[src/tihc_pkg.sv]
package tihc_pkg;
	localparam int TIMER_WIDTH = 8;
	localparam int PC_WIDTH = 12;
	localparam int PORT_WIDTH = 4;
	localparam int WAKE_WIDTH = 12;
	localparam int ADDR_WIDTH = 4;
	localparam int DATA_WIDTH = 8;
	localparam int PRESCALE_WIDTH = 14;
	localparam int DIV_N_MAX = 13;
	localparam int DIV_N_RESERVED = 6;
	localparam logic [TIMER_WIDTH-1:0] TIMER_MAX = 8'hFF;
	localparam logic [TIMER_WIDTH-1:0] TIMER_RESET = 8'h00;
	localparam logic [PC_WIDTH-1:0] VEC_RESET = 12'h000;
	localparam logic [PC_WIDTH-1:0] VEC_TIMER = 12'h004;
	localparam logic [PC_WIDTH-1:0] VEC_EXT = 12'h008;
	localparam logic [ADDR_WIDTH-1:0] REG_COUNT = 4'h0;
	localparam logic [ADDR_WIDTH-1:0] REG_STATUS = 4'h1;
	localparam logic [ADDR_WIDTH-1:0] REG_WAKEMASK_LO = 4'h2;
	localparam logic [ADDR_WIDTH-1:0] REG_WAKEMASK_HI = 4'h3;
	localparam int ST_RUN = 0;
	localparam int ST_FLAG = 1;
	localparam int ST_IRQEN = 2;
	localparam int ST_INCALL = 3;
	localparam int ST_INIRQ = 4;
	localparam int ST_HALT = 5;
	localparam int ST_EXTPEND = 6;
	localparam int ST_EXTSRC = 7;
	localparam logic [WAKE_WIDTH-1:0] WAKE_MASK_RESET = 12'h000;

	typedef enum logic [3:0] {
		PH_T1 = 4'b0001,
		PH_T2 = 4'b0010,
		PH_T3 = 4'b0100,
		PH_T4 = 4'b1000
	} tihc_phase_type;

	typedef struct packed {
		logic timerOn;
		logic timerOff;
		logic timerLoad;
		logic [TIMER_WIDTH-1:0] loadValue;
		logic irqEnableInstr;
		logic irqDisableInstr;
		logic call;
		logic [PC_WIDTH-1:0] callTarget;
		logic subReturnInstr;
		logic irqReturnInstr;
		logic jumpOnTimerFlag;
		logic halt;
	} tihc_instr_type;

	typedef struct packed {
		logic pcLoad;
		logic [PC_WIDTH-1:0] pcValue;
		logic carryLoad;
		logic carryValue;
	} tihc_flow_type;
endpackage : tihc_pkg
[src/tihc_core.sv]
// Operation
// [RULE1] 8-bit counter increments on selected clock edge
// [RULE2] reset or timer-off stops the counter
// [RULE3] load start value then timer-on counts up
// [RULE4] wraps FFH to 00H and keeps counting
// [RULE5] wrap sets overflow flag and internal request
// [RULE6] flag tested by jump, cleared by jump/service
// [RULE7] internal clock is system clock over 2^n
// [RULE8] stop timer before reading external-clock count
// [RULE9] interrupts off at reset/disable until enable
// [RULE10] falling interrupt edge calls address 8
// [RULE11] overflow flag calls address 4 when allowed
// [RULE12] simultaneous requests: external one first
// [RULE13] requests held during call or disable
// [RULE14] no call inside an interrupt routine
// [RULE15] external reset held low at least 5ms
// [RULE16] reset: pc zero, irq off, timer cleared
// [RULE17] halt stops clock, keeps state, blanks display
// [RULE18] only reset or external edge ends halt
// [RULE19] disabled halt wake resumes, request stays pending
// [RULE20] enabled halt wake runs external service
// [RULE21] machine cycle is four states T1..T4
// [RULE22] interrupt stacks pc and carry; return restores
// [RULE23] pin inputs pass two flip-flops first
module tihc_core #(
	parameter bit EXT_TIMER_CLOCK = 1'b0,
	parameter int TIMER_DIV_N = 0,
	parameter logic [tihc_pkg::WAKE_WIDTH-1:0] WAKE_MASK_DEF =
		tihc_pkg::WAKE_MASK_RESET
) (
	input wire logic ref_clk,
	input wire logic rst_b,
	input wire tihc_pkg::tihc_instr_type instr,
	input wire logic [tihc_pkg::PC_WIDTH-1:0] returnPc,
	input wire logic carryIn,
	input wire logic irqPinN,
	input wire logic extTimerClockPin,
	input wire logic [tihc_pkg::PORT_WIDTH-1:0] inputPortOne,
	input wire logic [tihc_pkg::PORT_WIDTH-1:0] inputPortTwo,
	input wire logic [tihc_pkg::PORT_WIDTH-1:0] inputPortThree,
	input wire logic [tihc_pkg::ADDR_WIDTH-1:0] regAddr,
	input wire logic [tihc_pkg::DATA_WIDTH-1:0] regWdata,
	input wire logic regWrite,
	input wire logic regRead,
	output logic [tihc_pkg::DATA_WIDTH-1:0] regRdata,
	output tihc_pkg::tihc_flow_type flow,
	output logic timerJumpTaken,
	output tihc_pkg::tihc_phase_type phase,
	output logic sysClockEnable,
	output logic lcdBlank,
	output logic initDefaults
);
	localparam int PW = tihc_pkg::PRESCALE_WIDTH;
	localparam int TW = tihc_pkg::TIMER_WIDTH;
	localparam int WW = tihc_pkg::WAKE_WIDTH;
	localparam int DW = tihc_pkg::DATA_WIDTH;
	// a reserved or out-of-range divider falls back to the undivided clock
	localparam bit DIV_OK = TIMER_DIV_N >= 0 &&
		TIMER_DIV_N <= tihc_pkg::DIV_N_MAX &&
		TIMER_DIV_N != tihc_pkg::DIV_N_RESERVED; // RULE7
	localparam int DIV_N = DIV_OK ? TIMER_DIV_N : 0;
	localparam logic [PW-1:0] PRE_MASK =
		PW'((64'd1 << DIV_N) - 64'd1); // RULE7

	function automatic logic fell(input logic prevV, input logic nowV);
		return prevV & ~nowV;
	endfunction : fell

	// synchronisers for every pin-side input
	logic [1:0] irqSync_reg;
	logic [1:0] tclkSync_reg;
	logic [WW-1:0] wakeMeta_reg;
	logic [WW-1:0] wakeSync_reg;
	logic irqPrev_reg;
	logic tclkPrev_reg;
	logic [WW-1:0] wakePrev_reg;
	logic [WW-1:0] wakeRaw;

	assign wakeRaw = {inputPortThree, inputPortTwo, inputPortOne};

	// the asynchronous wake path is not modelled: ref_clk keeps running
	// and only the core clock enable stops, so halt still sees edges
	always_ff @(posedge ref_clk or negedge rst_b) begin
		if (!rst_b) begin
			irqSync_reg <= 2'b11;
			tclkSync_reg <= 2'b00;
			wakeMeta_reg <= '1;
			wakeSync_reg <= '1;
			irqPrev_reg <= 1'b1;
			tclkPrev_reg <= 1'b0;
			wakePrev_reg <= '1;
		end else begin
			irqSync_reg <= {irqSync_reg[0], irqPinN}; // RULE23
			tclkSync_reg <= {tclkSync_reg[0], extTimerClockPin}; // RULE23
			wakeMeta_reg <= wakeRaw;
			wakeSync_reg <= wakeMeta_reg; // RULE23
			irqPrev_reg <= irqSync_reg[1];
			tclkPrev_reg <= tclkSync_reg[1];
			wakePrev_reg <= wakeSync_reg;
		end
	end

	logic irqEdge;
	logic tclkRise;
	logic [WW-1:0] wakeMask_reg;
	logic wakeEdge;

	assign irqEdge = fell(irqPrev_reg, irqSync_reg[1]);
	assign tclkRise = fell(tclkSync_reg[1], tclkPrev_reg);
	assign wakeEdge = |(wakePrev_reg & ~wakeSync_reg & wakeMask_reg);

	// halt and machine-cycle sequencing
	logic halted_reg;
	logic wakeNow;

	assign wakeNow = halted_reg & (irqEdge | wakeEdge); // RULE18

	always_ff @(posedge ref_clk or negedge rst_b) begin
		if (!rst_b) begin
			halted_reg <= 1'b0;
		end else if (wakeNow) begin
			halted_reg <= 1'b0; // RULE19
		end else if (instr.halt) begin
			halted_reg <= 1'b1; // RULE17
		end
	end

	assign sysClockEnable = ~halted_reg; // RULE17
	assign lcdBlank = halted_reg; // RULE17

	tihc_pkg::tihc_phase_type phase_reg;
	tihc_pkg::tihc_phase_type phase_next;

	always_comb begin
		unique case (phase_reg)
			tihc_pkg::PH_T1: phase_next = tihc_pkg::PH_T2;
			tihc_pkg::PH_T2: phase_next = tihc_pkg::PH_T3;
			tihc_pkg::PH_T3: phase_next = tihc_pkg::PH_T4;
			tihc_pkg::PH_T4: phase_next = tihc_pkg::PH_T1;
			default: phase_next = tihc_pkg::PH_T1;
		endcase
	end

	// the state sequence freezes while halted, as the oscillator would
	always_ff @(posedge ref_clk or negedge rst_b) begin
		if (!rst_b) begin
			phase_reg <= tihc_pkg::PH_T1;
		end else if (!halted_reg) begin
			phase_reg <= phase_next; // RULE21
		end
	end

	assign phase = phase_reg;

	// timer clock selection
	logic [PW-1:0] prescale_reg;
	logic tick;

	always_ff @(posedge ref_clk or negedge rst_b) begin
		if (!rst_b) begin
			prescale_reg <= '0;
		end else if (!halted_reg) begin
			prescale_reg <= prescale_reg + PW'(1); // RULE7
		end
	end

	// the external source keeps counting in halt: it needs no system clock
	assign tick = EXT_TIMER_CLOCK ? tclkRise :
		(~halted_reg & ((prescale_reg & PRE_MASK) == PRE_MASK)); // RULE1

	// timer counter
	logic running_reg;
	logic [TW-1:0] count_reg;
	logic overflow;
	logic cpuCountWrite;

	assign cpuCountWrite = regWrite & (regAddr == tihc_pkg::REG_COUNT);
	assign overflow = running_reg & tick &
		(count_reg == tihc_pkg::TIMER_MAX); // RULE5

	always_ff @(posedge ref_clk or negedge rst_b) begin
		if (!rst_b) begin
			running_reg <= 1'b0; // RULE16
		end else if (instr.timerOff) begin
			running_reg <= 1'b0; // RULE2
		end else if (instr.timerOn) begin
			running_reg <= 1'b1; // RULE3
		end
	end

	// a read of an externally clocked count can tear; software stops first
	always_ff @(posedge ref_clk or negedge rst_b) begin
		if (!rst_b) begin
			count_reg <= tihc_pkg::TIMER_RESET; // RULE16
		end else if (instr.timerLoad) begin
			count_reg <= instr.loadValue; // RULE3
		end else if (cpuCountWrite) begin
			count_reg <= regWdata[TW-1:0]; // RULE8
		end else if (running_reg && tick) begin
			count_reg <= count_reg + TW'(1); // RULE1 RULE4
		end
	end

	// interrupt control
	logic irqEnabled_reg;
	logic inCall_reg;
	logic inIrq_reg;
	logic flag_reg;
	logic extPend_reg;
	logic extFromWake_reg;
	logic svcSlot;
	logic takeExt;
	logic takeTimer;
	logic takeAny;
	logic jumpClear;

	// a wake edge waits like any request; all requests sample at T4 once halt has ended
	assign svcSlot = ~halted_reg & (phase_reg == tihc_pkg::PH_T4);
	assign takeExt = svcSlot & irqEnabled_reg & ~inCall_reg &
		extPend_reg; // RULE10 RULE12 RULE13
	assign takeTimer = svcSlot & irqEnabled_reg & ~inCall_reg &
		~extPend_reg & flag_reg; // RULE11 RULE12 RULE13
	assign takeAny = takeExt | takeTimer;
	assign jumpClear = instr.jumpOnTimerFlag;

	always_ff @(posedge ref_clk or negedge rst_b) begin
		if (!rst_b) begin
			irqEnabled_reg <= 1'b0; // RULE16
		end else if (instr.irqDisableInstr) begin
			irqEnabled_reg <= 1'b0; // RULE9
		end else if (instr.irqEnableInstr) begin
			irqEnabled_reg <= 1'b1; // RULE9
		end
	end

	// a new event in the clearing cycle wins over the clear
	always_ff @(posedge ref_clk or negedge rst_b) begin
		if (!rst_b) begin
			flag_reg <= 1'b0; // RULE16
		end else if (overflow) begin
			flag_reg <= 1'b1; // RULE5
		end else if (takeTimer || jumpClear) begin
			flag_reg <= 1'b0; // RULE6 RULE11
		end
	end

	always_ff @(posedge ref_clk or negedge rst_b) begin
		if (!rst_b) begin
			extPend_reg <= 1'b0;
		end else if (irqEdge || wakeNow) begin
			extPend_reg <= 1'b1; // RULE10 RULE19
		end else if (takeExt) begin
			extPend_reg <= 1'b0; // RULE10
		end
	end

	always_ff @(posedge ref_clk or negedge rst_b) begin
		if (!rst_b) begin
			extFromWake_reg <= 1'b0;
		end else if (wakeNow) begin
			extFromWake_reg <= ~irqEdge;
		end else if (irqEdge || takeExt) begin
			extFromWake_reg <= 1'b0;
		end
	end

	// calling from inside a service routine overwrites the single stack
	always_ff @(posedge ref_clk or negedge rst_b) begin
		if (!rst_b) begin
			inCall_reg <= 1'b0;
			inIrq_reg <= 1'b0;
		end else if (takeAny) begin
			inCall_reg <= 1'b1; // RULE13
			inIrq_reg <= 1'b1;
		end else if (instr.call) begin
			inCall_reg <= 1'b1; // RULE13 RULE14
		end else if (instr.subReturnInstr || instr.irqReturnInstr) begin
			inCall_reg <= 1'b0; // RULE13
			inIrq_reg <= 1'b0;
		end
	end

	// single-level stack of pc plus carry
	logic [tihc_pkg::PC_WIDTH-1:0] stackPc_reg;
	logic stackCarry_reg;

	always_ff @(posedge ref_clk or negedge rst_b) begin
		if (!rst_b) begin
			stackPc_reg <= tihc_pkg::VEC_RESET;
			stackCarry_reg <= 1'b0;
		end else if (takeAny) begin
			stackPc_reg <= returnPc; // RULE22
			stackCarry_reg <= carryIn; // RULE22
		end else if (instr.call) begin
			stackPc_reg <= returnPc;
		end
	end

	// program flow answers, one cycle after the cause
	logic startup_reg;

	always_ff @(posedge ref_clk or negedge rst_b) begin
		if (!rst_b) begin
			startup_reg <= 1'b1;
		end else begin
			startup_reg <= 1'b0;
		end
	end

	assign initDefaults = startup_reg; // RULE16

	always_ff @(posedge ref_clk or negedge rst_b) begin
		if (!rst_b) begin
			flow <= '0;
		end else begin
			flow.pcLoad <= 1'b0;
			flow.carryLoad <= 1'b0;
			if (startup_reg) begin
				flow.pcLoad <= 1'b1; // RULE16
				flow.pcValue <= tihc_pkg::VEC_RESET; // RULE16
				flow.carryLoad <= 1'b1; // RULE16
				flow.carryValue <= 1'b0; // RULE16
			end else if (takeExt) begin
				flow.pcLoad <= 1'b1;
				flow.pcValue <= tihc_pkg::VEC_EXT; // RULE10 RULE20
			end else if (takeTimer) begin
				flow.pcLoad <= 1'b1;
				flow.pcValue <= tihc_pkg::VEC_TIMER; // RULE11
			end else if (instr.call) begin
				flow.pcLoad <= 1'b1;
				flow.pcValue <= instr.callTarget;
			end else if (instr.irqReturnInstr) begin
				flow.pcLoad <= 1'b1;
				flow.pcValue <= stackPc_reg; // RULE22
				flow.carryLoad <= 1'b1;
				flow.carryValue <= stackCarry_reg; // RULE22
			end else if (instr.subReturnInstr) begin
				flow.pcLoad <= 1'b1;
				flow.pcValue <= stackPc_reg; // RULE22
			end
		end
	end

	always_ff @(posedge ref_clk or negedge rst_b) begin
		if (!rst_b) begin
			timerJumpTaken <= 1'b0;
		end else begin
			timerJumpTaken <= jumpClear & flag_reg; // RULE6
		end
	end

	// register port
	always_ff @(posedge ref_clk or negedge rst_b) begin
		if (!rst_b) begin
			wakeMask_reg <= tihc_pkg::WAKE_MASK_RESET;
		end else if (startup_reg) begin
			wakeMask_reg <= WAKE_MASK_DEF;
		end else if (regWrite && regAddr == tihc_pkg::REG_WAKEMASK_LO) begin
			wakeMask_reg[DW-1:0] <= regWdata;
		end else if (regWrite && regAddr == tihc_pkg::REG_WAKEMASK_HI) begin
			wakeMask_reg[WW-1:DW] <= regWdata[WW-DW-1:0];
		end
	end

	logic [DW-1:0] status;

	always_comb begin
		status = '0;
		status[tihc_pkg::ST_RUN] = running_reg;
		status[tihc_pkg::ST_FLAG] = flag_reg;
		status[tihc_pkg::ST_IRQEN] = irqEnabled_reg;
		status[tihc_pkg::ST_INCALL] = inCall_reg;
		status[tihc_pkg::ST_INIRQ] = inIrq_reg;
		status[tihc_pkg::ST_HALT] = halted_reg;
		status[tihc_pkg::ST_EXTPEND] = extPend_reg;
		status[tihc_pkg::ST_EXTSRC] = extFromWake_reg;
	end

	// unmapped reads return zero
	always_ff @(posedge ref_clk or negedge rst_b) begin
		if (!rst_b) begin
			regRdata <= '0;
		end else if (regRead) begin
			unique case (regAddr)
				tihc_pkg::REG_COUNT: regRdata <= count_reg;
				tihc_pkg::REG_STATUS: regRdata <= status;
				tihc_pkg::REG_WAKEMASK_LO: regRdata <= wakeMask_reg[DW-1:0];
				tihc_pkg::REG_WAKEMASK_HI:
					regRdata <= {4'h0, wakeMask_reg[WW-1:DW]};
				default: regRdata <= '0;
			endcase
		end else begin
			regRdata <= '0;
		end
	end
endmodule : tihc_core

[config.mk]
export PLATFORM = sky130hd
export DESIGN_NAME = tihc_core
export DESIGN_NICKNAME = d
export VERILOG_FILES = /design/src/tihc_pkg.sv /design/src/tihc_core.sv
export SDC_FILE = /design/constraint.sdc
export NUM_CORES = 1
export LEC_CHECK = 0
export BUFFER_PORTS_ARGS = -buffer_cell sky130_fd_sc_hd__buf_2
export CAP_MARGIN = 25
export CORE_AREA = 2 2 94 96
export CTS_CLUSTER_DIAMETER = 120
export DETAILED_ROUTE_END_ITERATION = 7
export DIE_AREA = 0 0 96 98
export PLACE_DENSITY = 0.79
export SYNTH_ARGS = -nofsm -noshare
export SYNTH_HDL_FRONTEND = slang
export SYNTH_SLANG_ARGS = --single-unit
export TNS_END_PERCENT = 1
[constraint.sdc]
create_clock -name ref_clk -period 2.4 [get_ports ref_clk]
set_input_delay 0.12 -clock ref_clk [delete_from_list [all_inputs] [get_ports ref_clk]]
set_output_delay 0.12 -clock ref_clk [all_outputs]
set_load 0.02 [all_outputs]
==> Yosys cells after proc, flatten, opt, wreduce, memory -nomap -nowiden <==
Index checks and enable logic that the tools add are counted.
{ "totals": {"register_bits": 109, "input_bits": 73} }
{ "op_classes": {"n_addsub": 1, "eq_ne": 13, "n_mux": 39, "n_bitwise": 22, "reduce_logical": 26} }
{ "op_table": {"columns": ["op", "count"], "rows": [
  ["2-to-1 mux 13 bit", 5],
  ["2-to-1 mux 8 bit", 5],
  ["2-to-1 mux 12 bit", 3],
  ["case mux 8 bit (4 select lines)", 1],
  ["bitwise AND 12 bit", 2],
  ["nonzero test 2 bit", 11],
  ["2-to-1 mux 1 bit", 17],
  ["2-to-1 mux 15 bit", 1],
  ["bitwise AND 1 bit", 12],
  ["equality test 4 x 2 -> 1 bit, second input constant", 3],
  ["NOT 12 bit", 1],
  ["case mux 4 bit (3 select lines)", 1],
  ["OR reduction 12 bit", 1],
  ["adder 8 x 1 -> 8 bit, second input constant", 1],
  ["equality test 4 x 1 -> 1 bit, second input constant", 2],
  ["equality test 8 bit, second input constant", 1],
  ["2-to-1 mux 2 bit", 4],
  ["2-to-1 mux 4 bit", 2],
  ["inequality test 2 x 1 -> 1 bit, second input constant", 4],
  ["nonzero test 3 bit", 2],
  ["nonzero test 6 bit", 1],
  ["NOT 1 bit", 5],
  ["equality test 4 x 3 -> 1 bit, second input constant", 1],
  ["equality test 4 bit, second input constant", 1],
  ["other kinds (7)", 14]
]} }

==> Depth between registers and ports, before layout <==
{ "depth": {"depth_word": 9, "mapped_depth": 7, "depth_no_buf": 6} }

==> Worst setup path before layout <==
OpenSTA, ideal clock, no wires.
{ "synth_path": {"path_kind": "reg2reg", "startpoint": "register phase_reg[0] (netlist: phase[0])", "endpoint": "register stackPc_reg[10] in the netlist's numbering", "setup_ns": 0.125, "arrival_ns": 1.548, "path_slack_ns": 0.727, "stages_incl_launch_ff": 5, "path_buffers": 1, "synth_period_minus_slack_ns": 1.673, "path_cell_list": "dfstp_2 -> and4bb_4 -> a31oi_4 -> buf_6 -> mux2_2"} }
{ "synth_between": {"elab_chain_cells": 8, "word_cells_on_any_way": 10} }
{ "synth_lines": {"columns": ["item", "line_no", "text"], "rows": [
  ["start: declaration", "tihc_core.sv:131", "tihc_pkg::tihc_phase_type phase_reg;"],
  ["start signal: assignment", "tihc_core.sv:147", "phase_reg <= tihc_pkg::PH_T1;"],
  ["start signal: assignment", "tihc_core.sv:149", "phase_reg <= phase_next;"],
  ["equality test 4 bit (*)", "tihc_core.sv:218", "assign svcSlot = ~halted_reg & (phase_reg == tihc_pkg::PH_T4);"],
  ["bitwise AND 1 bit (*)", "tihc_core.sv:218", null],
  ["bitwise AND 1 bit (*) (2 in a row)", "tihc_core.sv:219, tihc_core.sv:221", null],
  ["bitwise AND 1 bit", "tihc_core.sv:221", "assign takeTimer = svcSlot & irqEnabled_reg & ~inCall_reg &"],
  ["bitwise AND 1 bit", "tihc_core.sv:222", "~extPend_reg & flag_reg;"],
  ["OR 1 bit (*)", "tihc_core.sv:223", "assign takeAny = takeExt | takeTimer;"],
  ["2-to-1 mux 12 bit / nonzero test 2 bit (equally long branches)", null, null],
  ["end signal: assignment", "tihc_core.sv:289", "stackPc_reg <= tihc_pkg::VEC_RESET;"],
  ["end signal: assignment", "tihc_core.sv:292", "stackPc_reg <= returnPc;"],
  ["end signal: assignment", "tihc_core.sv:295", "stackPc_reg <= returnPc;"],
  ["end: declaration", "tihc_core.sv:284", "logic [tihc_pkg::PC_WIDTH-1:0] stackPc_reg;"]
]} }
Every way passes the cells marked *; elsewhere a longest branch is shown, timed or not.
A chain may end at the register's enable or synchronous reset.

==> Worst setup path in the final report <==
{ "layout_path": {"startpoint": "register halted_reg (netlist: lcdBlank)", "endpoint": "register flow[4] in the netlist's numbering"} }
{ "layout_between": {"elab_chain_cells": 9, "word_cells_on_any_way": 11} }
{ "layout_lines": {"columns": ["item", "line_no", "text"], "rows": [
  ["start: declaration", "tihc_core.sv:113", "logic halted_reg;"],
  ["start signal: assignment", "tihc_core.sv:120", "halted_reg <= 1'b0;"],
  ["start signal: assignment", "tihc_core.sv:122", "halted_reg <= 1'b0;"],
  ["start signal: assignment", "tihc_core.sv:124", "halted_reg <= 1'b1;"],
  ["NOT 1 bit (*)", "tihc_core.sv:218", null],
  ["bitwise AND 1 bit (*)", "tihc_core.sv:218", null],
  ["bitwise AND 1 bit (*) (2 in a row)", "tihc_core.sv:219, tihc_core.sv:221", null],
  ["bitwise AND 1 bit", "tihc_core.sv:221", null],
  ["bitwise AND 1 bit", "tihc_core.sv:222", null],
  ["2-to-1 mux 13 bit", "tihc_core.sv:326", "end else if (takeTimer) begin"],
  ["2-to-1 mux 13 bit", "tihc_core.sv:323", "end else if (takeExt) begin"],
  ["2-to-1 mux 15 bit", "tihc_core.sv:318", "if (startup_reg) begin"],
  ["end: declaration", "tihc_core.sv:46", "output tihc_pkg::tihc_flow_type flow,"]
]} }
Marks and branches as above.

==> reports/metrics.csv <==
metric;value;unit
Setup crit start;lcdBlank;
final std cells w/o fill;642;
Yosys top cell area share;0.3794;
largest net degree at the start of global routing;63;
xor/xnor share of the synthesized area;0.01367;
GRT Overall Usage;0.2145;
RSZ-0062 raised after global routing;false;
Lkg Pwr;2.659;nW
post-cts sizing count;0;
Mapped Area;4486;um2
Post-synth EDFFs;0;
RR Startpoint;lcdBlank;
Commonest cells post-synth;dfrtp_1 (68), dfstp_2 (41), nand2_1 (40), nor2_1 (38), a21oi_1 (36);
post-synthesis simple-gate area fraction;0.1487;
setup violators final;0;
Starting Density;0.5299;
synth top area cells;dfrtp_1 (38%), dfstp_2 (24%), a21oi_1 (4.0%);
Port Buffers;102;
most common cell in the netlist;dfrtp_1;
DIE HEIGHT;98;um
sequential share of power;0.554;
Setup crit end kind;flip-flop;
Worst-path clk slew;0.11;ns
clock sinks;109;
Largest register FFs;15;
syn_area_per_cell;11.77;um2
area of the die;9408;um2
DRT Pass-1 Iters;6;
WL/cell;14.90;um
cell taking the most area after synthesis;dfrtp_1;
first-pass GRT wire length;15.84;mm
main combinational cell family by area after synthesis;simple AND/OR/NAND/NOR gates;
Worst Hold Class;in -> reg;
synthesis-to-finish area growth;28.56;%
Yosys reg bits;109;
CTS Buffer Depth;2;
Final HPWL DP;6.576;mm
Rows;34;
CTS tree;yes;
post-route clock period utilization;0.7850;
Final ANT Viol Nets;0;
DRC viols;0;
Critical R2R Capture;flow[4];
Inserted Diodes;0;
DR vias;3390;
Gate power share;0.173;
Syn Inst Count;381;
die width;96;um
Sum Neg Setup Slack;0;ns
Worst Reg2Reg Path Length in Cells;5;
Synth Warn #;0;
Worst-Margin Slew;0.7665;ns
Max-Cap Viols;0;
ys async rst share;1.000;
placed cells;577;
status;finished clean;
sequential-to-total area share from yosys stat;0.6195;
P_int;2.786;mW
Post-Route WL;9.568;mm
root buf cell;clkbuf_8;
Mapped Nets;455;
r2r setup slk;0.52;ns
Tmin final;1.884;ns
share of cells above drive strength 1;0.3558;
compound-cell area share of the yosys netlist;0.1068;
Hold Vio Cnt, Final;0;
RePlAce Congestion;0.8039;
CP startpoint kind;flip-flop;
fin nets;603;
# fillers;628;
initial antenna violation count;0;
WP data required;2.66;ns
clock skew;0.01400;ns
vias in the first global route;3376;
clock share of power;0.273;
vias per cell;5.280;
Worst Path Arrival;2.15;ns
Most flops, register;flow;
initial drt markers;218;
Crit Path Class;reg -> reg;
Psw;1.121;mW
total gr overflow;0;
I/O pin cnt;104;
Multi-input gate area;1600;um2
clock latency on the worst-skew pair;0.37;ns
register area;2779;um2
Synth Area in Adders;0.002789;
Sw Ratio;0.2870;
Power Dens Cells;677.5;nW/um2
Synth Flop Type;dfrtp_1;
post-synthesis cell type count;48;
core area;8466;um2
max-slew violations;0;
Peak VDD IR;329.5;uV
Max Freq;0.5308;GHz
H-Tree Depth;3;
Num CTS Buffers;9;
Setup crit end;flow[4];
crit path max fanout;12;
max_slew headroom;0.4890;
mux contribution to synthesized area;0.08396;
-- kinds of logic after synthesis --
logic type / Yosys count
multiplexers: 31
adder cells (fa/ha/maj): 1
XOR/XNOR: 7
flip-flops: 109
AND/OR/NAND/NOR: 128
other: 1
buffers and inverters: 23
AO/OA/AOI/OAI: 81
-- repair_timing --
action | CTS | global route
buffers inserted | 0 | 0
hold buffers | 49 | 0
hold endpoints to repair | 85 | 0
-- worst max-delay path, cell delays in order, from the launching register on --
cell	delay, ns
dfrtp_1	0.55
nor3_4	0.30
and2_4	0.21
a21o_1	0.42
nor4_4	0.08
a32o_1	0.24
-- power groups by stage --
stage               Clock (mW)  Combinational (mW)  Sequential [mW]
finish                    1.07               0.676             2.17
detailed placement           0               0.615             2.20
CTS                       1.10               0.679             2.17
global route              1.15               0.755             2.19
global placement             0               0.596             2.19
floorplan                    0               0.349             2.21
-- how the worst min path moves through the flow --
stage	startpoint	to	slack, ns	cells past startpoint
6_report	regWdata[4]	wakeMask_reg[4]	0.02	3
5_1_grt	regWdata[3]	wakeMask_reg[3]	0.009	3
4_1_cts	instr[23]	count_reg[4]	0.006	3
3_5_place_dp	inputPortOne[1]	wakeMeta_reg[1]	0.23	1
3_3_place_gp	inputPortThree[3]	wakeMeta_reg[11]	0.23	1
2_1_floorplan	rst_b	count_reg[0]	-0.18	0
-- placed cells by master, fill, tap and decap left out, types with 2 or more instances in the layout --
cell type,n
a21o_1,2
a21oi_1,36
a221o_1,3
a31oi_1,3
a32o_1,3
and3_1,6
buf_2,101
buf_4,3
clkbuf_8,9
dfrtp_1,68
dfstp_2,41
dlygate4sd3_1,49
inv_1,6
mux2_2,13
mux2i_1,14
mux4_2,4
nand2_1,40
nand3_1,6
nand3b_1,11
nand4_1,7
nor2_1,38
nor2_2,2
nor2b_1,4
o211ai_1,2
o21ai_0,27
xnor2_1,5
xor2_1,2
-- through the flow --
step                      setup WS [ns]  hold slack (ns)  utilization  area, um2  power [mW]
final                            0.5161          0.02078       0.6812       5767       3.907
after global routing             0.4271         0.009063       0.6812       5767       4.100
after CTS                        0.5117         0.005640       0.6812       5767       3.943
after detailed placement         0.5101           0.2262       0.6007       5085       2.814
after global placement           0.5873           0.2258       0.6007       5085       2.781
after floorplan                  0.7270          -0.1756            -       4486       2.560
-- final cells by class --
cell class	instances	area share
flip-flops and latches	109	0.4819
multi-input cells	249	0.2775
repair buffers	154	0.1801
clock buffers	11	0.02647
well taps	108	0.02343
clock inverters	5	0.006726
inverters	6	0.003905
-- metal layers --
metal / routed length, um / global-route usage / vias up
met5: 0 / 0 / -
met4: 288 / 0.09451 / 0
met3: 379 / 0.04012 / 24
met2: 4677 / 0.3333 / 90
met1: 4223 / 0.2937 / 1651
li1: - / - / 1625
Note: power is estimated with default switching activity, not from simulation.
